$ cat src/rtl/ids_pkg.sv
// constants, register map and carrier types for the internal data sampler
package ids_pkg;
    // phase codes presented by the timing generator
    localparam logic [1:0] PH_A = 2'h0;
    localparam logic [1:0] PH_B = 2'h1;
    localparam logic [1:0] PH_C = 2'h2;
    // bit-time numbering within a phase
    localparam logic [3:0] BT_1 = 4'h1;
    localparam logic [3:0] BT_2 = 4'h2;
    localparam logic [3:0] BT_8 = 4'h8;
    localparam logic [3:0] BT_14 = 4'hE;
    // register widths
    localparam int PRI_W = 13;
    localparam int SEC_W = 7;
    // primary register field positions
    localparam int LOW_PAIR_BIT = 0;
    localparam int MID_LO = 1;
    localparam int MID_HI = 8;
    localparam int HIGH_LO = 9;
    localparam int HIGH_HI = 12;
    // address decoder group codes
    localparam logic [2:0] SEL_NONE = 3'h0;
    localparam logic [2:0] SEL_CROSSOVER = 3'h1;
    localparam logic [2:0] SEL_ERR_MON = 3'h2;
    localparam logic [2:0] SEL_ICR = 3'h3;
    localparam logic [2:0] SEL_LADDER = 3'h4;
    localparam logic [2:0] SEL_SWITCH_OUT = 3'h5;
    // phase transitions during which a phase-A error holds
    localparam logic [1:0] HOLD_PHASES = 2'h3;
    // register map (byte addresses)
    localparam logic [7:0] ADDR_CTRL = 8'h00;
    localparam logic [7:0] ADDR_INT_STATUS = 8'h04;
    localparam logic [7:0] ADDR_INT_CLEAR = 8'h08;
    localparam logic [7:0] ADDR_INT_ENABLE = 8'h0C;
    localparam logic [7:0] ADDR_STATE = 8'h10;
    localparam logic [7:0] ADDR_SEC_MUX = 8'h14;
    // reset values
    localparam logic [1:0] CTRL_RST = 2'h3;
    localparam logic [2:0] INT_EN_RST = 3'h0;
    // interrupt event bit positions
    localparam int EV_CAPTURE = 0;
    localparam int EV_SEC_SEL = 1;
    localparam int EV_HOLD_END = 2;
    localparam int EV_W = 3;

    // timing strobes from the external generator
    typedef struct packed {
        logic [1:0] phase;
        logic [3:0] bit_time;
        logic w;
        logic x;
        logic y;
        logic z;
    } timing_s;

    // the five selectable signal groups
    typedef struct packed {
        logic [PRI_W-1:0] crossover_error;
        logic [PRI_W-1:0] error_monitor;
        logic [PRI_W-1:0] internal_ctl_reg;
        logic [PRI_W-1:0] ladder_address;
        logic [PRI_W-1:0] switch_out;
    } groups_s;

    typedef enum logic [1:0] {
        ST_IDLE = 2'b00,
        ST_WAIT_B = 2'b01,
        ST_HOLD = 2'b10
    } err_state_e;
endpackage

$ cat src/rtl/internal_data_sampler.sv
// internal data sampler: group multiplexer, error capture and serializers
// Operation
// - decoder code picks at most one of five groups for loading
// - primary serial data goes to system sampler when enabled
// - secondary selector sends secondary mux on error, else primary
// - 13-bit primary register shifted out through one serial latch
// - loads: counter in phase A, error signals, groups in B and C
// - clear pulse at bit 2 W of each phase while no error holds
// - capture pulse one bit time sets low/high latches, then blocks
// - capture inhibits all selections but crossover; inhibit low freezes captured latches
// - phase-A error holds middle latches for the next three phases
// - other errors hold from B-1-X of next cycle until A-14
// - serializer restores order of bits kept in the low pair latch
// - primary stream used downstream only in phases B and C
// - counter clear at B-2-W suppressed after an error
// - primary latch loads in sequence, resets at Z, low pair at C-1/2
// - after error primary stream ignored except at C-1
// - 7-bit secondary mux reset then loaded by each capture pulse
// - secondary latch copies primary at Y in B and C, resets at X
// - secondary select high from B-1-X through A-14-Y on error
//
// Local design decisions: the strobed register port and the register addresses.
`timescale 1ns/1ps
module internal_data_sampler
    import ids_pkg::*;
(
    input wire logic i_sys_clk,
    input wire logic i_rst_b,
    input wire timing_s i_timing,
    input wire logic [2:0] i_group_sel,
    input wire logic i_sds_enable,
    input wire groups_s i_groups,
    input wire logic i_instr_count_in,
    input wire logic i_error_sense,
    input wire logic [PRI_W-1:0] i_err_time_sig,
    input wire logic [SEC_W-1:0] i_sec_timing,
    input wire logic [7:0] i_addr,
    input wire logic [31:0] i_wdata,
    input wire logic i_wr,
    input wire logic i_rd,
    output logic [31:0] o_rdata,
    output logic o_telemetry_out,
    output logic o_sds_out,
    output logic o_irq
);

    // timing decode; the generator strobes are taken as synchronous
    wire ph_a = (i_timing.phase == PH_A);
    wire ph_b = (i_timing.phase == PH_B);
    wire ph_c = (i_timing.phase == PH_C);
    wire ph_bc = ph_b | ph_c;
    wire bt1 = (i_timing.bit_time == BT_1);
    wire bt2 = (i_timing.bit_time == BT_2);
    wire bt14 = (i_timing.bit_time == BT_14);
    wire b1x = ph_b & bt1 & i_timing.x;
    wire a14y = ph_a & bt14 & i_timing.y;
    wire a14z = ph_a & bt14 & i_timing.z;

    logic [1:0] ctrl_r;
    logic [2:0] int_status_r;
    logic [2:0] int_enable_r;
    logic [PRI_W-1:0] pri_r;
    logic [SEC_W-1:0] sec_r;
    logic primary_serial_latch_r;
    logic secondary_serial_latch_r;
    logic error_capture_pulse_r;
    logic cap_first_r;
    logic no_error_hold_n_r;
    logic error_select_secondary_r;
    logic error_inhibit_ctl_n_r;
    logic seen_a_r;
    logic [1:0] phase_cnt_r;
    logic [1:0] last_phase_r;
    logic [31:0] rdata_r;
    err_state_e state_r;
    err_state_e state_nxt;

    wire sampler_en = ctrl_r[0];
    wire sds_gate = ctrl_r[1];
    wire phase_step = (i_timing.phase != last_phase_r);

    // group select; control-type codes blocked while errors are captured
    wire cap_block = error_capture_pulse_r | ~error_inhibit_ctl_n_r;
    logic [PRI_W-1:0] group_data;
    always_comb begin
        group_data = '0;
        case (i_group_sel)
            SEL_CROSSOVER: group_data = i_groups.crossover_error;
            SEL_ERR_MON: group_data = cap_block ? '0 : i_groups.error_monitor;
            SEL_ICR: group_data = cap_block ? '0 : i_groups.internal_ctl_reg;
            SEL_LADDER: group_data = cap_block ? '0 : i_groups.ladder_address;
            SEL_SWITCH_OUT: group_data = cap_block ? '0 : i_groups.switch_out;
            default: group_data = '0;
        endcase
    end

    // middle latches may set only while no error holds them
    logic [PRI_W-1:0] set_mask;
    always_comb begin
        set_mask = '1;
        if (!no_error_hold_n_r) begin
            set_mask[MID_HI:MID_LO] = '0;
        end
        // captured low pair and high group stay frozen
        if (error_capture_pulse_r || !error_inhibit_ctl_n_r) begin
            set_mask[LOW_PAIR_BIT] = 1'b0;
            set_mask[HIGH_HI:HIGH_LO] = '0;
        end
    end

    // instruction counter bit lands in register position bit time minus 2
    wire [3:0] ic_idx = i_timing.bit_time - 4'h2;
    logic [PRI_W-1:0] ic_vec;
    always_comb begin
        ic_vec = '0;
        if (i_timing.bit_time >= BT_2 && i_timing.bit_time <= BT_14) begin
            ic_vec[ic_idx] = i_instr_count_in;
        end
    end

    // three load sources of the primary register
    wire [PRI_W-1:0] load_ic = (ph_a & i_timing.x) ? ic_vec : '0;
    wire [PRI_W-1:0] load_grp =
        (ph_bc & i_timing.x & sampler_en) ? group_data : '0;
    wire [PRI_W-1:0] load_err = error_capture_pulse_r ? i_err_time_sig : '0;
    wire [PRI_W-1:0] cap_mask = {{(HIGH_HI-HIGH_LO+1){1'b1}},
        {(MID_HI-MID_LO+1){1'b0}}, 1'b1};
    wire [PRI_W-1:0] pri_set =
        ((load_ic | load_grp) & set_mask) | (load_err & cap_mask);
    // clear at bit 2 W of each phase, suppressed when holding
    wire mux_clear_pulse = bt2 & i_timing.w & no_error_hold_n_r;

    // primary register: clear then OR in the set terms
    always_ff @(posedge i_sys_clk or negedge i_rst_b) begin
        if (!i_rst_b) begin
            pri_r <= '0;
        end else begin
            pri_r <= (mux_clear_pulse ? '0 : pri_r) | pri_set;
        end
    end

    // serial source: bit time n (3..14) shows register bit n-2; in phase C the
    // low pair appears at C-1 and C-2 to restore bit order
    wire low_pair_slot = ph_c & (bt1 | bt2);
    wire pri_bit = low_pair_slot ? pri_r[LOW_PAIR_BIT] :
        (i_timing.bit_time > BT_2 && i_timing.bit_time <= BT_14) ?
        pri_r[ic_idx] : 1'b0;

    // primary latch: loads at W, resets at Z, every phase
    always_ff @(posedge i_sys_clk or negedge i_rst_b) begin
        if (!i_rst_b) begin
            primary_serial_latch_r <= 1'b0;
        end else if (i_timing.z) begin
            primary_serial_latch_r <= 1'b0;
        end else if (i_timing.w) begin
            primary_serial_latch_r <= pri_bit;
        end
    end

    // capture pulse lasts from the sensed error to the next Z strobe
    always_ff @(posedge i_sys_clk or negedge i_rst_b) begin
        if (!i_rst_b) begin
            error_capture_pulse_r <= 1'b0;
            cap_first_r <= 1'b0;
        end else begin
            cap_first_r <= i_error_sense & ~error_capture_pulse_r;
            if (i_error_sense) begin
                error_capture_pulse_r <= 1'b1;
            end else if (i_timing.z) begin
                error_capture_pulse_r <= 1'b0;
            end
        end
    end

    // secondary mux: first cycle of the pulse resets, then stores
    always_ff @(posedge i_sys_clk or negedge i_rst_b) begin
        if (!i_rst_b) begin
            sec_r <= '0;
        end else if (cap_first_r) begin
            sec_r <= '0;
        end else if (error_capture_pulse_r) begin
            sec_r <= sec_r | i_sec_timing;
        end
    end

    // error hold sequencer
    always_comb begin
        state_nxt = state_r;
        case (state_r)
            ST_IDLE: begin
                if (i_error_sense) begin
                    // phase-A error holds at once
                    state_nxt = ph_a ? ST_HOLD : ST_WAIT_B;
                end
            end
            ST_WAIT_B: begin
                // wait past phase A so the counter loads first
                if (b1x && seen_a_r) begin
                    state_nxt = ST_HOLD;
                end
            end
            ST_HOLD: begin
                if (a14z && (phase_cnt_r == HOLD_PHASES || seen_a_r)) begin
                    state_nxt = ST_IDLE;
                end
            end
            default: state_nxt = ST_IDLE;
        endcase
    end

    // sequencer state, phase counting and derived levels
    always_ff @(posedge i_sys_clk or negedge i_rst_b) begin
        if (!i_rst_b) begin
            state_r <= ST_IDLE;
            last_phase_r <= PH_A;
            phase_cnt_r <= 2'h0;
            seen_a_r <= 1'b0;
        end else begin
            state_r <= state_nxt;
            last_phase_r <= i_timing.phase;
            if (state_r == ST_IDLE) begin
                phase_cnt_r <= 2'h0;
                seen_a_r <= 1'b0;
            end else begin
                if (phase_step && phase_cnt_r != HOLD_PHASES) begin
                    phase_cnt_r <= phase_cnt_r + 2'h1;
                end
                // a later phase A (not the error's own) was passed
                if (phase_step && ph_a) begin
                    seen_a_r <= 1'b1;
                end
            end
        end
    end

    // hold, inhibit and select levels
    always_ff @(posedge i_sys_clk or negedge i_rst_b) begin
        if (!i_rst_b) begin
            no_error_hold_n_r <= 1'b1;
            error_inhibit_ctl_n_r <= 1'b1;
            error_select_secondary_r <= 1'b0;
        end else begin
            no_error_hold_n_r <= (state_nxt != ST_HOLD);
            // inhibit stays low until the frozen latches are sent
            error_inhibit_ctl_n_r <= (state_nxt == ST_IDLE) &
                ~i_error_sense;
            if (a14y) begin
                error_select_secondary_r <= 1'b0;
            end else if (state_r != ST_IDLE && b1x &&
                (state_r == ST_HOLD || seen_a_r)) begin
                error_select_secondary_r <= 1'b1;
            end
        end
    end

    // secondary bit for phase C bit times 2..8, one per bit time
    wire [3:0] sec_idx = i_timing.bit_time - 4'h2;
    wire sec_slot = ph_c && i_timing.bit_time >= BT_2 &&
        i_timing.bit_time <= BT_8;
    wire sec_bit = sec_slot ? sec_r[sec_idx[2:0]] : 1'b0;
    // primary stream dropped while selecting secondary, except at C-1
    wire take_pri = ph_bc & ~(error_select_secondary_r & ~(ph_c & bt1));

    // secondary latch: resets at X, loads at Y
    always_ff @(posedge i_sys_clk or negedge i_rst_b) begin
        if (!i_rst_b) begin
            secondary_serial_latch_r <= 1'b0;
        end else if (i_timing.x) begin
            secondary_serial_latch_r <= 1'b0;
        end else if (i_timing.y) begin
            if (take_pri) begin
                secondary_serial_latch_r <= primary_serial_latch_r;
            end else if (error_select_secondary_r) begin
                secondary_serial_latch_r <= sec_bit;
            end
        end
    end

    // system sampler path: primary stream in B and C when enabled
    logic sds_r;
    always_ff @(posedge i_sys_clk or negedge i_rst_b) begin
        if (!i_rst_b) begin
            sds_r <= 1'b0;
        end else begin
            sds_r <= primary_serial_latch_r & ph_bc & i_sds_enable &
                sds_gate;
        end
    end
    assign o_sds_out = sds_r;
    assign o_telemetry_out = secondary_serial_latch_r;

    // register decode
    wire wr_ctrl = i_wr & (i_addr == ADDR_CTRL);
    wire wr_clr = i_wr & (i_addr == ADDR_INT_CLEAR);
    wire wr_en = i_wr & (i_addr == ADDR_INT_ENABLE);
    wire sel_rise = b1x & ~error_select_secondary_r &
        (state_r == ST_HOLD || (state_r == ST_WAIT_B && seen_a_r));
    wire hold_end = (state_r == ST_HOLD) & (state_nxt == ST_IDLE);
    wire [EV_W-1:0] events = {hold_end, sel_rise, i_error_sense};

    // sticky status: a new event wins over a clear in the same cycle
    always_ff @(posedge i_sys_clk or negedge i_rst_b) begin
        if (!i_rst_b) begin
            ctrl_r <= CTRL_RST;
            int_enable_r <= INT_EN_RST;
            int_status_r <= '0;
        end else begin
            if (wr_ctrl) begin
                ctrl_r <= i_wdata[1:0];
            end
            if (wr_en) begin
                int_enable_r <= i_wdata[EV_W-1:0];
            end
            int_status_r <= (int_status_r &
                ~(wr_clr ? i_wdata[EV_W-1:0] : '0)) | events;
        end
    end
    assign o_irq = |(int_status_r & int_enable_r);

    // read mux; unmapped and write-only addresses read as zero
    logic [31:0] rd_mux;
    always_comb begin
        rd_mux = 32'h0;
        case (i_addr)
            ADDR_CTRL: rd_mux = {30'h0, ctrl_r};
            ADDR_INT_STATUS: rd_mux = {29'h0, int_status_r};
            ADDR_INT_ENABLE: rd_mux = {29'h0, int_enable_r};
            ADDR_STATE: rd_mux = {16'h0, pri_r, state_r,
                no_error_hold_n_r};
            ADDR_SEC_MUX: rd_mux = {22'h0, error_inhibit_ctl_n_r,
                error_select_secondary_r, error_capture_pulse_r, sec_r};
            default: rd_mux = 32'h0;
        endcase
    end

    // read data stand only in the cycle after the strobe
    always_ff @(posedge i_sys_clk or negedge i_rst_b) begin
        if (!i_rst_b) begin
            rdata_r <= 32'h0;
        end else begin
            rdata_r <= i_rd ? rd_mux : 32'h0;
        end
    end
    assign o_rdata = rdata_r;

endmodule

$ cat config.mk
export PLATFORM = sky130hd
export DESIGN_NAME = internal_data_sampler
export DESIGN_NICKNAME = d
export VERILOG_FILES = /design/src/rtl/ids_pkg.sv /design/src/rtl/internal_data_sampler.sv
export SDC_FILE = /design/constraint.sdc
export NUM_CORES = 1
export LEC_CHECK = 0
export ABC_AREA = 1
export ABC_CLOCK_PERIOD_IN_PS = 3700
export BUFFER_PORTS_ARGS = -buffer_cell sky130_fd_sc_hd__buf_4
export CORE_MARGIN = 3
export CORE_UTILIZATION = 45
export DETAILED_ROUTE_END_ITERATION = 6
export GPL_TIMING_DRIVEN = 1
export PLACE_DENSITY = 0.88
export SYNTH_ARGS = -nofsm -noshare
export SYNTH_HDL_FRONTEND = slang
export SYNTH_SLANG_ARGS = --single-unit
$ cat constraint.sdc
create_clock -name i_sys_clk -period 3.7 [get_ports i_sys_clk]
set_input_delay 0.37 -clock i_sys_clk [delete_from_list [all_inputs] [get_ports i_sys_clk]]
set_output_delay 0.37 -clock i_sys_clk [all_outputs]
set_load 0.01 [all_outputs]
# --- After elaboration in Yosys (flattened, before gate mapping) ---
# Cells that the tools add are included.
# W data, S select, Z words.
word_totals:
  output_inout_bits: 35
  regBits: 75
  wordCells: 170
  input_bits: 145
classes:
  order_cmp: 7
  n_eq_ne: 21
  reduce_logical: 32
  n_addsub: 2
  muxes: 46
  n_bitwise: 44
op_table:
  columns: ["operator", "n"]
  rows:
  - ["$mux W13", 9]
  - ["$pmux W16 S5", 1]
  - ["$pmux W13 S5", 1]
  - ["$or A13 B13 Y13", 3]
  - ["$mux W32", 1]
  - ["$and A13 B13 Y13", 2]
  - ["$and A1 B1 Y1", 25]
  - ["$mux W1", 19]
  - ["$eq A8 B4 Y1 const B", 2]
  - ["$eq A8 B5 Y1 const B", 2]
  - ["$reduce_bool A2 Y1", 8]
  - ["$mux W7", 2]
  - ["$logic_and A1 B1 Y1", 12]
  - ["$mux W2", 6]
  - ["$eq A8 B3 Y1 const B", 1]
  - ["$le A4 B4 Y1 const B", 2]
  - ["$logic_not A8 Y1", 1]
  - ["$mux W8", 1]
  - ["$or A7 B7 Y7", 1]
  - ["$and A3 B3 Y3", 2]
  - ["$eq A2 B2 Y1 const B", 3]
  - ["$eq A3 B2 Y1 const B", 2]
  - ["$eq A3 B3 Y1 const B", 2]
  - ["$logic_not A2 Y1", 3]
  - ["29 further kinds", 41]

# --- Longest topological paths before layout ---
# Gate-level depths: netlist (run 1).
logic_depth:
  ltp_word: 12
  ltp_mapped: 12
  depth_no_buf: 11

# --- Worst setup path after synthesis (run 1) ---
# OpenSTA, ideal clock, no wires.
synth_timing:
  path_type: "input -> register"
  startpoint: "input i_timing[5] (netlist bit)"
  endpoint: "register primary_serial_latch_r"
  n_path_buf: 1
  slack_ps: 2224
  setup_ps: 124
  stages: 8
  arrival_ps: 1352
  required_ps: 3576
  cell_sequence: "buf_6 -> inv_4 -> ha_1 -> inv_1 -> a21oi_1 -> nand2_1 -> nand4_1 -> a21oi_1"
synth_between:
  elab_chain_len: 7
  word_cells_on_any_way: 14
  cone_classes: "1 x add/sub; 2 x order compare; 2 x eq/ne; 6 x mux; 2 x bitwise; 1 x reduce/logical"
synth_rtl:
  columns: ["element", "line", "source"]
  rows:
  - ["start: declaration", "internal_data_sampler.sv:29", "input wire timing_s i_timing,"]
  - ["$sub A4 B2 Y4", null, null]
  - ["$bmux W1 S4", "internal_data_sampler.sv:147", "pri_r[ic_idx] : 1'b0;"]
  - ["$mux W1 (implied by the code)", "internal_data_sampler.sv:147", null]
  - ["$mux W1", "internal_data_sampler.sv:146", "(i_timing.bit_time > BT_2 && i_timing.bit_time <= BT_14) ?"]
  - ["$mux W1 *", "internal_data_sampler.sv:145", "wire pri_bit = low_pair_slot ? pri_r[LOW_PAIR_BIT] :"]
  - ["$mux W1 *", "internal_data_sampler.sv:155", "end else if (i_timing.w) begin"]
  - ["$mux W1 *", "internal_data_sampler.sv:153", "end else if (i_timing.z) begin"]
  - ["end signal: assignment", "internal_data_sampler.sv:156", "primary_serial_latch_r <= pri_bit;"]
  - ["end: declaration", "internal_data_sampler.sv:64", "logic primary_serial_latch_r;"]
# Every way passes the cells marked *; elsewhere a longest branch is shown, timed or not. The select of a mux whose other input is x is not followed.
# A chain may end at the register's enable or synchronous reset.

# --- Worst setup path after layout (run 1) ---
layout_timing:
  startpoint: "register error_capture_pulse_r"
  endpoint: "register pri_r[3]"
layout_between:
  elab_chain_len: 8
  word_cells_on_any_way: 11
  cone_classes: "6 x mux; 5 x bitwise"
layout_rtl:
  columns: ["element", "line", "source"]
  rows:
  - ["start: declaration", "internal_data_sampler.sv:66", "logic error_capture_pulse_r;"]
  - ["start signal: assignment", "internal_data_sampler.sv:163", "error_capture_pulse_r <= 1'b0;"]
  - ["start signal: assignment", "internal_data_sampler.sv:168", "error_capture_pulse_r <= 1'b1;"]
  - ["start signal: assignment", "internal_data_sampler.sv:170", "error_capture_pulse_r <= 1'b0;"]
  - ["$or A1 B1 Y1 *", "internal_data_sampler.sv:83", "wire cap_block = error_capture_pulse_r | ~error_inhibit_ctl_n_r;"]
  - ["$mux W13, on equally long branches", null, null]
  - ["$pmux W13 S5 *", "internal_data_sampler.sv:87", "case (i_group_sel)"]
  - ["$mux W13 *", "internal_data_sampler.sv:124", "(ph_bc & i_timing.x & sampler_en) ? group_data : '0;"]
  - ["$or A13 B13 Y13 *", "internal_data_sampler.sv:129", "((load_ic | load_grp) & set_mask) | (load_err & cap_mask);"]
  - ["$and A13 B13 Y13 *", "internal_data_sampler.sv:129", null]
  - ["$or A13 B13 Y13 *", "internal_data_sampler.sv:129", null]
  - ["$or A13 B13 Y13 *", "internal_data_sampler.sv:138", "pri_r <= (mux_clear_pulse ? '0 : pri_r) | pri_set;"]
  - ["end signal: assignment", "internal_data_sampler.sv:138", null]
  - ["end: declaration", "internal_data_sampler.sv:62", "logic [PRI_W-1:0] pri_r;"]
# Every way passes the cells marked *; elsewhere a longest branch is shown, timed or not.

==> impl_metrics.json, run 1 <==
{
  "drt-wirelength-per-cell_um": 14.6,
  "cts_resized": 0,
  "final.period_utilization_pct": 52.4,
  "boundaryPins": 180,
  "drt-initial-drc-count": 314,
  "final.setup.tns_ns": 0,
  "route.detailed.vias_per_inst": 5.20,
  "fin_area_um2": 5160,
  "slew_of_the_pin_with_the_lowest_slew_margin_ns": 0.748,
  "finalMaxSlewViolations": 0,
  "grt_pass1_vias": 4189,
  "maxCapViolations": 0,
  "drt_first_pass_iters": 5,
  "hold_violations": 0,
  "antenna_violating_nets_post_route": 0,
  "cts_setup_buffers": 0,
  "final-setup-viol-count": 0,
  "clk_path_buf_depth": 2,
  "hold_buffers": 0,
  "antennaDiodeCount": 0,
  "synth.cell_area_um2": 4000,
  "clock_root_buffer": "sky130_fd_sc_hd__clkbuf_8",
  "routabilityCongestion": 1.03,
  "globalRoute.totalOverflow": 0,
  "post_synth_inst_count": 606,
  "first_pass_grt_wire_length_mm": 19.4,
  "cell_variety_after_synth": 32,
  "groute.layer.met2.usage_pct": 42.1,
  "final_layout_size_suffix_gt1_share_pct": 23.0,
  "area_delta_synth_final_pct": 29.0,
  "post-synth-top-area-cell": "sky130_fd_sc_hd__dfrtp_1",
  "placedInstanceArea_um2": 4910,
  "achievable-frequency_mhz": 516,
  "wirelength_mm": 12.2,
  "worst_clock_skew_ns": 0.00703,
  "clk_pin_slew_ns": 0.07,
  "avgSynthCellArea_um2": 6.60,
  "setup.reg_to_reg.worst_slack_ns": 1.76,
  "gr-usage-met1_pct": 30.0,
  "grt_util_all_layers_pct": 24.3,
  "power.ir.vdd_worst_uv": 274,
  "post_detailed_route_drc_marker_count": 0,
  "synth_seq_area_share_pct": 37.0,
  "final_period_minus_worst_setup_slack_ns": 1.94,
  "status": "finished clean",
  "die_w_um": 100,
  "synth.area.top_cells": "sky130_fd_sc_hd__dfrtp_1 34%, sky130_fd_sc_hd__nand2_1 20%, sky130_fd_sc_hd__nor2_1 9.0%, sky130_fd_sc_hd__nand3_1 6.5%, sky130_fd_sc_hd__inv_1 5.7%",
  "global_route.usage.met3_pct": 5.35,
  "setup.worst_path.class": "reg -> reg",
  "rsz0062_at_grt": "no",
  "port-buffer-count": 126,
  "core_area_um2": 8420,
  "kind_of_end_point_of_the_critical_path": "flop",
  "route.vias.total": 4354,
  "cts_max_level": 3,
  "synthDominantCellAreaShare_pct": 34.4,
  "starting_density_pct": 47.5,
  "timing.critical_path.required_ns": 3.94,
  "cts.sink_count": 59,
  "grt_antenna_before_repair": 0,
  "worst_setup_path_start_kind": "flop",
  "finish.net_count": 878,
  "cp.arrival_ns": 2.18,
  "slew_headroom_pct": 50.1,
  "dp.cells": 821,
  "floorplan.die_area_um2": 10100,
  "leakagePower_nw": 2.76,
  "die_height_um": 100,
  "grt-busiest-layer": "met2",
  "num_rows": 33,
  "final_layout_fill_cell_count": 804,
  "post_layout_nonfiller_instances": 837,
  "cts_tree": "yes",
  "power_density_nw_per_um2": 363,
  "detailedPlacementHpwl_mm": 9.45,
  "path_max_fanout": 18,
  "cts_buffers": 9,
  "ys.warnings.count": 0,
  "grt_max_degree": 60,
  "synth.ff_latch_count": 59,
  "worstHoldPathType": "in -> async",
  "clk_latency_ns": 0.36
}
==> logic make-up after synthesis <==
group	after synthesis	share of synthesized area, %
AND/OR/NAND/NOR	383	40.5
buffers and inverters	97	11.9
flip-flops	59	37.0
AO/OA/AOI/OAI	57	7.95
adder cells (fa/ha/maj)	6	1.88
XOR/XNOR	3	0.657
other	1	0.0938
==> flip-flops by register name, summed over array words and instances, names as in the netlist, 3 cells and up <==
name,cells
sec_r,7
int_enable_r,3
pri_r,13
int_status_r,3
o_rdata,16
==> layout by cell type, fill, tap and decap left out, types with 2 or more instances in the layout <==
master	count
sky130_fd_sc_hd__bufinv_16	3
sky130_fd_sc_hd__buf_4	126
sky130_fd_sc_hd__nand3_2	11
sky130_fd_sc_hd__o22ai_1	7
sky130_fd_sc_hd__o21bai_1	2
sky130_fd_sc_hd__nor3_1	2
sky130_fd_sc_hd__ha_1	6
sky130_fd_sc_hd__nor2_2	3
sky130_fd_sc_hd__conb_1	16
sky130_fd_sc_hd__nand4_1	5
sky130_fd_sc_hd__inv_2	4
sky130_fd_sc_hd__inv_1	61
sky130_fd_sc_hd__nor2_1	96
sky130_fd_sc_hd__o21ai_1	6
sky130_fd_sc_hd__o21ai_0	17
sky130_fd_sc_hd__clkinvlp_4	3
sky130_fd_sc_hd__xnor2_1	2
sky130_fd_sc_hd__clkbuf_8	10
sky130_fd_sc_hd__dfrtp_1	55
sky130_fd_sc_hd__a21oi_1	17
sky130_fd_sc_hd__dfstp_2	4
sky130_fd_sc_hd__a22oi_1	6
sky130_fd_sc_hd__nand2_1	210
sky130_fd_sc_hd__nand3_1	52
==> power by group <==
part           internal [W]  switching (W)
sequential         0.000707      0.0000566
combinational      0.000162       0.000214
clock              0.000465       0.000269
total               0.00133       0.000539
==> stage by stage <==
step	utilization (%)	hold slack [ns]	setup WS (ns)	power (W)
final	61.2	0.0661	1.76	0.00187
after global routing	61.2	0.133	1.58	0.00196
after CTS	61.2	0.0992	1.75	0.00187
after detailed placement	58.3	0.465	1.72	0.00115
after global placement	58.3	0.462	1.75	0.00112
after floorplan	-	0.0744	2.22	0.000990
==> layout make-up <==
class | count | area (um^2) | area share, %
multi-input cells | 465 | 2100 | 40.7
flip-flops and latches | 59 | 1480 | 28.7
repair buffers | 126 | 946 | 18.3
inverters | 66 | 250 | 4.85
clock buffers | 10 | 138 | 2.67
well taps | 105 | 131 | 2.55
clock inverters | 6 | 113 | 2.18
==> cells in the mapped netlist, drive strengths merged <==
| cell | n |
|---|---|
| a21boi | 1 |
| a21oi | 17 |
| a22oi | 6 |
| a31oi | 1 |
| buf | 29 |
| clkbuf | 2 |
| conb | 1 |
| dfrtp | 55 |
| dfstp | 4 |
| ha | 6 |
| inv | 66 |
| nand2 | 211 |
| nand3 | 63 |
| nand3b | 1 |
| nand4 | 5 |
| nor2 | 100 |
| nor3 | 3 |
| o21ai | 23 |
| o21bai | 2 |
| o22ai | 7 |
| xnor2 | 2 |
| xor2 | 1 |
==> final timing paths <==
kind                                       start                     to  cells after the start
setup / recovery           error_capture_pulse_r               pri_r[3]                      9
hold / removal                           i_rst_b            o_rdata[11]                      1
setup reg to reg           error_capture_pulse_r               pri_r[3]                      9
hold reg to reg                         pri_r[1]               pri_r[1]                      2
max in group asynchronous                i_rst_b         phase_cnt_r[0]                      1
min in group i_sys_clk             i_error_sense  error_inhibit_ctl_n_r                      2
==> critical path, cell delays in order (launching register included) <==
cell                      delay (ns)
sky130_fd_sc_hd__dfrtp_1        0.75
sky130_fd_sc_hd__inv_2          0.33
sky130_fd_sc_hd__nand3_1        0.15
sky130_fd_sc_hd__nor2_1         0.05
sky130_fd_sc_hd__nor2_1         0.18
sky130_fd_sc_hd__nand3_1        0.10
sky130_fd_sc_hd__nand2_1        0.08
sky130_fd_sc_hd__nand2_1        0.06
sky130_fd_sc_hd__nand2_1        0.06
sky130_fd_sc_hd__nand2_1        0.06
==> routing by layer <==
metal,vias up,part of all wire [%]
met5,-,0
met4,0,2.5
met3,34,6.3
met2,169,51
met1,2037,40
li1,2114,-
Power figures use the tool's default switching activity.
==> run 2: changes to the inputs <==
--- a/config.mk
+++ b/config.mk
@@ -6,7 +6,7 @@
 export NUM_CORES = 1
 export LEC_CHECK = 0
 export ABC_AREA = 1
-export ABC_CLOCK_PERIOD_IN_PS = 3700
+export ABC_CLOCK_PERIOD_IN_PS = 1900
 export BUFFER_PORTS_ARGS = -buffer_cell sky130_fd_sc_hd__buf_4
 export CORE_MARGIN = 3
 export CORE_UTILIZATION = 45
==> constraint.sdc (replaced) <==
create_clock -name i_sys_clk -period 1.9 [get_ports i_sys_clk]
set_input_delay 0.19 -clock i_sys_clk [delete_from_list [all_inputs] [get_ports i_sys_clk]]
set_output_delay 0.19 -clock i_sys_clk [all_outputs]
set_load 0.01 [all_outputs]
==> impl_metrics.json, run 2 (synthesis results as in run 1) <==
{
  "power.sequential.fraction_pct": 45.2,
  "final.period_utilization_pct": 94.0,
  "boundaryPins": 180,
  "fin_area_um2": 5180,
  "timing.critical_path.mode_cell": "sky130_fd_sc_hd__nand2_1",
  "path_max_fanout": 5,
  "cp.arrival_ns": 2.07,
  "cts_buffers": 9,
  "cts_setup_buffers": 0,
  "final_layout_fill_cell_count": 774,
  "floorplan.die_area_um2": 10100,
  "grt_max_degree": 60,
  "port-buffer-count": 126,
  "final_period_minus_worst_setup_slack_ns": 1.79,
  "slew_of_the_pin_with_the_lowest_slew_margin_ns": 0.727,
  "worstHoldPathType": "in -> reg",
  "power.switching_w": 0.00101,
  "slew_headroom_pct": 51.5,
  "critical_path.slowest_cell": "sky130_fd_sc_hd__dlygate4sd3_1",
  "clk_path_buf_depth": 2,
  "clk_pin_slew_ns": 0.07,
  "timing.critical_path.required_ns": 2.19,
  "switching_share_pct": 31.0,
  "layout.cells.most_common": "sky130_fd_sc_hd__nand2_1",
  "cellInternalPower_w": 0.00225,
  "grt_pass1_vias": 4248,
  "finalMaxSlewViolations": 0,
  "dp.cells": 825,
  "drt-wirelength-per-cell_um": 14.1,
  "cts.sink_count": 59,
  "die_height_um": 100,
  "drt-initial-drc-count": 347,
  "worst_clock_skew_ns": 0.0112,
  "die_w_um": 100,
  "clock_power_share_pct": 31.2,
  "routabilityCongestion": 1.04,
  "final_layout_size_suffix_gt1_share_pct": 23.8,
  "power_density_nw_per_um2": 628,
  "route.detailed.vias_per_inst": 5.18,
  "detailedPlacementHpwl_mm": 9.33,
  "core_area_um2": 8420,
  "kind_of_end_point_of_the_critical_path": "flop",
  "starting_density_pct": 47.5,
  "status": "finished clean",
  "finish.net_count": 886,
  "clock_root_buffer": "sky130_fd_sc_hd__clkbuf_8",
  "globalRoute.totalOverflow": 0,
  "grt_util_all_layers_pct": 24.0,
  "wirelength_mm": 11.9,
  "first_pass_grt_wire_length_mm": 19.3,
  "placedInstanceArea_um2": 4940,
  "worst_path_largest_cell_delay_ns": 0.53,
  "leakagePower_nw": 2.77,
  "worst_setup_path_start_kind": "input port",
  "layout_common_cells": "210 x sky130_fd_sc_hd__nand2_1, 130 x sky130_fd_sc_hd__buf_4, 93 x sky130_fd_sc_hd__nor2_1",
  "antennaDiodeCount": 0,
  "cts_max_level": 3,
  "largest_register_ff_count": 16,
  "dpl_worst_slack_ns": 0.246,
  "grt_antenna_before_repair": 0,
  "comb_power_share_pct": 23.6,
  "crit_chain": "dlygate4sd3_1 > buf_4 > inv_1 > ha_4 > nand3_2 > nand3b_1 > nor2_2 > nand2_1 > nand2_1 > nand2_1 > nand2_1",
  "setup.worst_path.class": "in -> reg",
  "pnr_worst_setup_slack_ns": 0.114,
  "whs_ns": 0.0714,
  "final-setup-viol-count": 0,
  "drt_first_pass_iters": 5,
  "post_detailed_route_drc_marker_count": 0,
  "hold_violations": 0,
  "achievable-frequency_mhz": 560,
  "num_rows": 33,
  "area_delta_synth_final_pct": 29.6,
  "post_layout_nonfiller_instances": 845,
  "power.ir.vdd_worst_uv": 640,
  "maxCapViolations": 0,
  "antenna_violating_nets_post_route": 0,
  "clk_latency_ns": 0.35,
  "cts_tree": "yes",
  "route.vias.total": 4375
}
==> run 2: changes by cell type in the layout (fill, tap and decap cells not counted), moves of 2 or more <==
cell / delta
sky130_fd_sc_hd__buf_4: +4
sky130_fd_sc_hd__nor2_2: +2
sky130_fd_sc_hd__clkinvlp_4: -3
sky130_fd_sc_hd__bufinv_16: -3
sky130_fd_sc_hd__nor2_1: -3
sky130_fd_sc_hd__clkbuf_1: +2
sky130_fd_sc_hd__clkinv_2: +3
sky130_fd_sc_hd__dlygate4sd3_1: +4
==> run 2: what timing repair did <==
item                                   in CTS  in global routing
endpoints found under the hold margin      58                  0
resized for setup                           0                  8
setup endpoints to repair                   0                 10
hold buffers                                4                  0
==> run 2: stage by stage <==
| step | TNS (ns) | util [%] | total power [W] |
|---|---|---|---|
| after global routing | -0.0167 | 61.5 | 0.00345 |
| after detailed placement | 0 | 58.6 | 0.00223 |
| after global placement | 0 | 58.6 | 0.00219 |
| after CTS | 0 | 61.2 | 0.00326 |
| after floorplan | 0 | - | 0.00193 |
| final | 0 | 61.5 | 0.00326 |
==> run 2: metal layers <==
metal  vias up  GRT usage, %  share of wire [%]
li1       2129             -                  -
met1      2042          29.7                 40
met2       178          41.6                 51
met3        26          5.70                7.4
met4         0          7.15                1.9
met5         -             0                  0
==> run 2: final timing paths <==
path,from,end,slack [ns],cells after the start
max,i_timing[9],pri_r[9],0.11,11
min,i_timing[0],error_capture_pulse_r,0.07,2
max reg2reg,no_error_hold_n_r,pri_r[10],0.27,3
min reg2reg,pri_r[5],pri_r[5],0.49,2
max in group asynchronous,i_rst_b,pri_r[5],0.97,2
min in group asynchronous,i_rst_b,o_rdata[9],0.43,2
==> run 2: final cells by class <==
cell class,instances,area (um^2),share of cell area (%)
multi-input combinational,465,2130,41.1
sequential,59,1480,28.6
timing repair buffer,134,1020,19.6
inverter,66,250,4.83
clock buffer,13,159,3.07
tap,105,131,2.54
clock inverter,3,15.0,0.290
==> run 2: power groups by stage <==
stage	Sequential [W]	Clock [W]	Combinational (W)
final	0.00147	0.00102	0.000768
after floorplan	0.00145	0	0.000475
after detailed placement	0.00149	0	0.000744
after CTS	0.00147	0.00104	0.000755
after global routing	0.00148	0.00110	0.000860
after global placement	0.00148	0	0.000712
==> run 2: critical path: cells and delay by family <==
kind | cells | cell delay, ns
fa+ha+maj | 1 | 0.17
simple gates | 7 | 0.94
buf+inv | 3 | 0.78
==> run 3: changes to the inputs <==
--- a/config.mk
+++ b/config.mk
@@ -6,13 +6,14 @@
 export NUM_CORES = 1
 export LEC_CHECK = 0
 export ABC_AREA = 1
-export ABC_CLOCK_PERIOD_IN_PS = 1900
+export ABC_CLOCK_PERIOD_IN_PS = 2100
 export BUFFER_PORTS_ARGS = -buffer_cell sky130_fd_sc_hd__buf_4
 export CORE_MARGIN = 3
 export CORE_UTILIZATION = 45
 export DETAILED_ROUTE_END_ITERATION = 6
 export GPL_TIMING_DRIVEN = 1
 export PLACE_DENSITY = 0.88
+export SKIP_LAST_GASP = 1
 export SYNTH_ARGS = -nofsm -noshare
 export SYNTH_HDL_FRONTEND = slang
 export SYNTH_SLANG_ARGS = --single-unit
==> constraint.sdc (replaced) <==
create_clock -name i_sys_clk -period 2.1 [get_ports i_sys_clk]
set_input_delay 0.21 -clock i_sys_clk [delete_from_list [all_inputs] [get_ports i_sys_clk]]
set_output_delay 0.21 -clock i_sys_clk [all_outputs]
set_load 0.01 [all_outputs]
==> impl_metrics.json, run 3 (synthesis results as in run 1) <==
{
  "starting_density_pct": 47.5,
  "largest_register_ff_count": 16,
  "die_height_um": 100,
  "routabilityCongestion": 0.982,
  "path_buf_inv": 3,
  "rr_startpoint": "error_capture_pulse_r",
  "final.setup.tns_ns": 0,
  "final.period_utilization_pct": 87.9,
  "dpl_worst_slack_ns": 0.432,
  "rsz0062_at_grt": "no",
  "first_pass_grt_wire_length_mm": 19.1,
  "clk_latency_ns": 0.35,
  "area_delta_synth_final_pct": 28.5,
  "core_area_um2": 8420,
  "boundaryPins": 180,
  "antennaDiodeCount": 0,
  "detailedPlacementHpwl_mm": 9.35,
  "worst_path_largest_cell_delay_ns": 0.54,
  "critical_path.slowest_cell": "sky130_fd_sc_hd__dlygate4sd3_1",
  "hold_violations": 0,
  "whs_path_depth": 2,
  "clock_root_buffer": "sky130_fd_sc_hd__clkbuf_8",
  "route.detailed.vias_per_inst": 5.16,
  "cts.sink_count": 59,
  "floorplan.die_area_um2": 10100,
  "worst_setup_path_start_kind": "input port",
  "worstHoldStart": "i_error_sense",
  "post_layout_nonfiller_instances": 844,
  "finish.net_count": 885,
  "clk_pin_slew_ns": 0.07,
  "power.ir.vdd_worst_uv": 464,
  "slew_of_the_pin_with_the_lowest_slew_margin_ns": 0.727,
  "port-buffer-count": 126,
  "num_rows": 33,
  "final_layout_size_suffix_gt1_share_pct": 23.3,
  "timing.critical_path.mode_cell": "sky130_fd_sc_hd__nand2_1",
  "drt-wirelength-per-cell_um": 14.2,
  "drt-initial-drc-count": 363,
  "path_max_fanout": 5,
  "total_power_consumption_w": 0.00292,
  "cts_max_level": 3,
  "final_period_minus_worst_setup_slack_ns": 1.85,
  "timing.critical_path.required_ns": 2.40,
  "worst_clock_skew_ns": 0.0102,
  "cts_tree": "yes",
  "grt_util_all_layers_pct": 23.8,
  "pnr_worst_setup_slack_ns": 0.254,
  "dp.cells": 825,
  "cp.arrival_ns": 2.14,
  "layout.cells.most_common": "sky130_fd_sc_hd__nand2_1",
  "maxCapViolations": 0,
  "globalRoute.totalOverflow": 0,
  "crit_path_start": "i_timing[8]",
  "post_detailed_route_drc_marker_count": 0,
  "kind_of_cell_adding_the_most_delay_to_the_critical_path": "simple AND/OR/NAND/NOR gates",
  "drt_first_pass_iters": 5,
  "layout_utilization_pct": 61.0,
  "slew_headroom_pct": 51.5,
  "antenna_violating_nets_post_route": 0,
  "critical_path_depth": 11,
  "leakagePower_nw": 2.75,
  "grt_pass1_vias": 4266,
  "cts_buffers": 9,
  "kind_of_end_point_of_the_critical_path": "flop",
  "clk_path_buf_depth": 2,
  "setup.worst_path.class": "in -> reg",
  "status": "finished clean",
  "power_density_nw_per_um2": 568,
  "grt_max_degree": 60,
  "achievable-frequency_mhz": 542,
  "wirelength_mm": 12.0,
  "die_w_um": 100,
  "route.vias.total": 4354,
  "ff2ff_path_depth": 9,
  "grt_antenna_before_repair": 0,
  "crit_chain": "dlygate4sd3_1 > buf_4 > inv_1 > ha_1 > nand3_1 > nand3b_1 > nor2_1 > nand2_1 > nand2_1 > nand2_1 > nand2_1",
  "finalMaxSlewViolations": 0,
  "final-setup-viol-count": 0,
  "layout_common_cells": "210 x sky130_fd_sc_hd__nand2_1, 130 x sky130_fd_sc_hd__buf_4, 96 x sky130_fd_sc_hd__nor2_1",
  "worstHoldPathType": "in -> reg"
}
[run 3: cell types whose count changed in the layout (fill, tap and decap cells not counted), moves of 2 or more]
cell,change
sky130_fd_sc_hd__clkbuf_8,-2
sky130_fd_sc_hd__clkinvlp_4,+4
sky130_fd_sc_hd__nor2_2,-2
sky130_fd_sc_hd__clkbuf_1,-2
sky130_fd_sc_hd__nor2_1,+3
[run 3: layout make-up]
| class | instances | area, um^2 |
|---|---|---|
| clock inverters | 7 | 45.0 |
| clock buffers | 9 | 124 |
| well taps | 105 | 131 |
| flip-flops and latches | 59 | 1480 |
| inverters | 66 | 250 |
| repair buffers | 133 | 1010 |
| fillers | 782 | 3290 |
| multi-input cells | 465 | 2100 |
[run 3: repair_timing]
item / CTS / global route
setup buffers: 0 / 0
hold endpoints to repair: 56 / 1
hold buffers: 2 / 1
resized for setup: 0 / 0
[run 3: per-layer routing]
layer | part of all wire, % | global-route usage, % | vias up
li1 | - | - | 2121
met1 | 41 | 29.6 | 2048
met2 | 51 | 41.3 | 165
met3 | 6.5 | 4.52 | 20
met4 | 1.5 | 8.29 | 0
met5 | 0 | 0 | -
[run 3: worst paths after layout]
path	slack, ns	to
worst max-delay path	0.25	pri_r[8]
worst min-delay path	0.02	error_inhibit_ctl_n_r
worst max register to register	0.39	pri_r[3]
worst min register to register	0.49	pri_r[2]
max in group asynchronous	1.15	pri_r[0]
min in group asynchronous	0.45	pri_r[9]
[run 3: stage by stage]
stage          hold WS [ns]  instance area [um^2]
2_1_floorplan       -0.0856                  4060
3_3_place_gp          0.299                  4940
3_5_place_dp          0.319                  4940
4_1_cts             0.00137                  5130
5_1_grt              0.0141                  5140
6_report             0.0156                  5140
[run 3: power breakdown]
part	leakage, nW	switching (W)	total [W]	internal (W)
Sequential	0.727	0.0000892	0.00133	0.00125
Clock	0.0770	0.000473	0.000892	0.000419
Combinational	1.95	0.000396	0.000692	0.000296
Total	2.75	0.000958	0.00292	0.00196
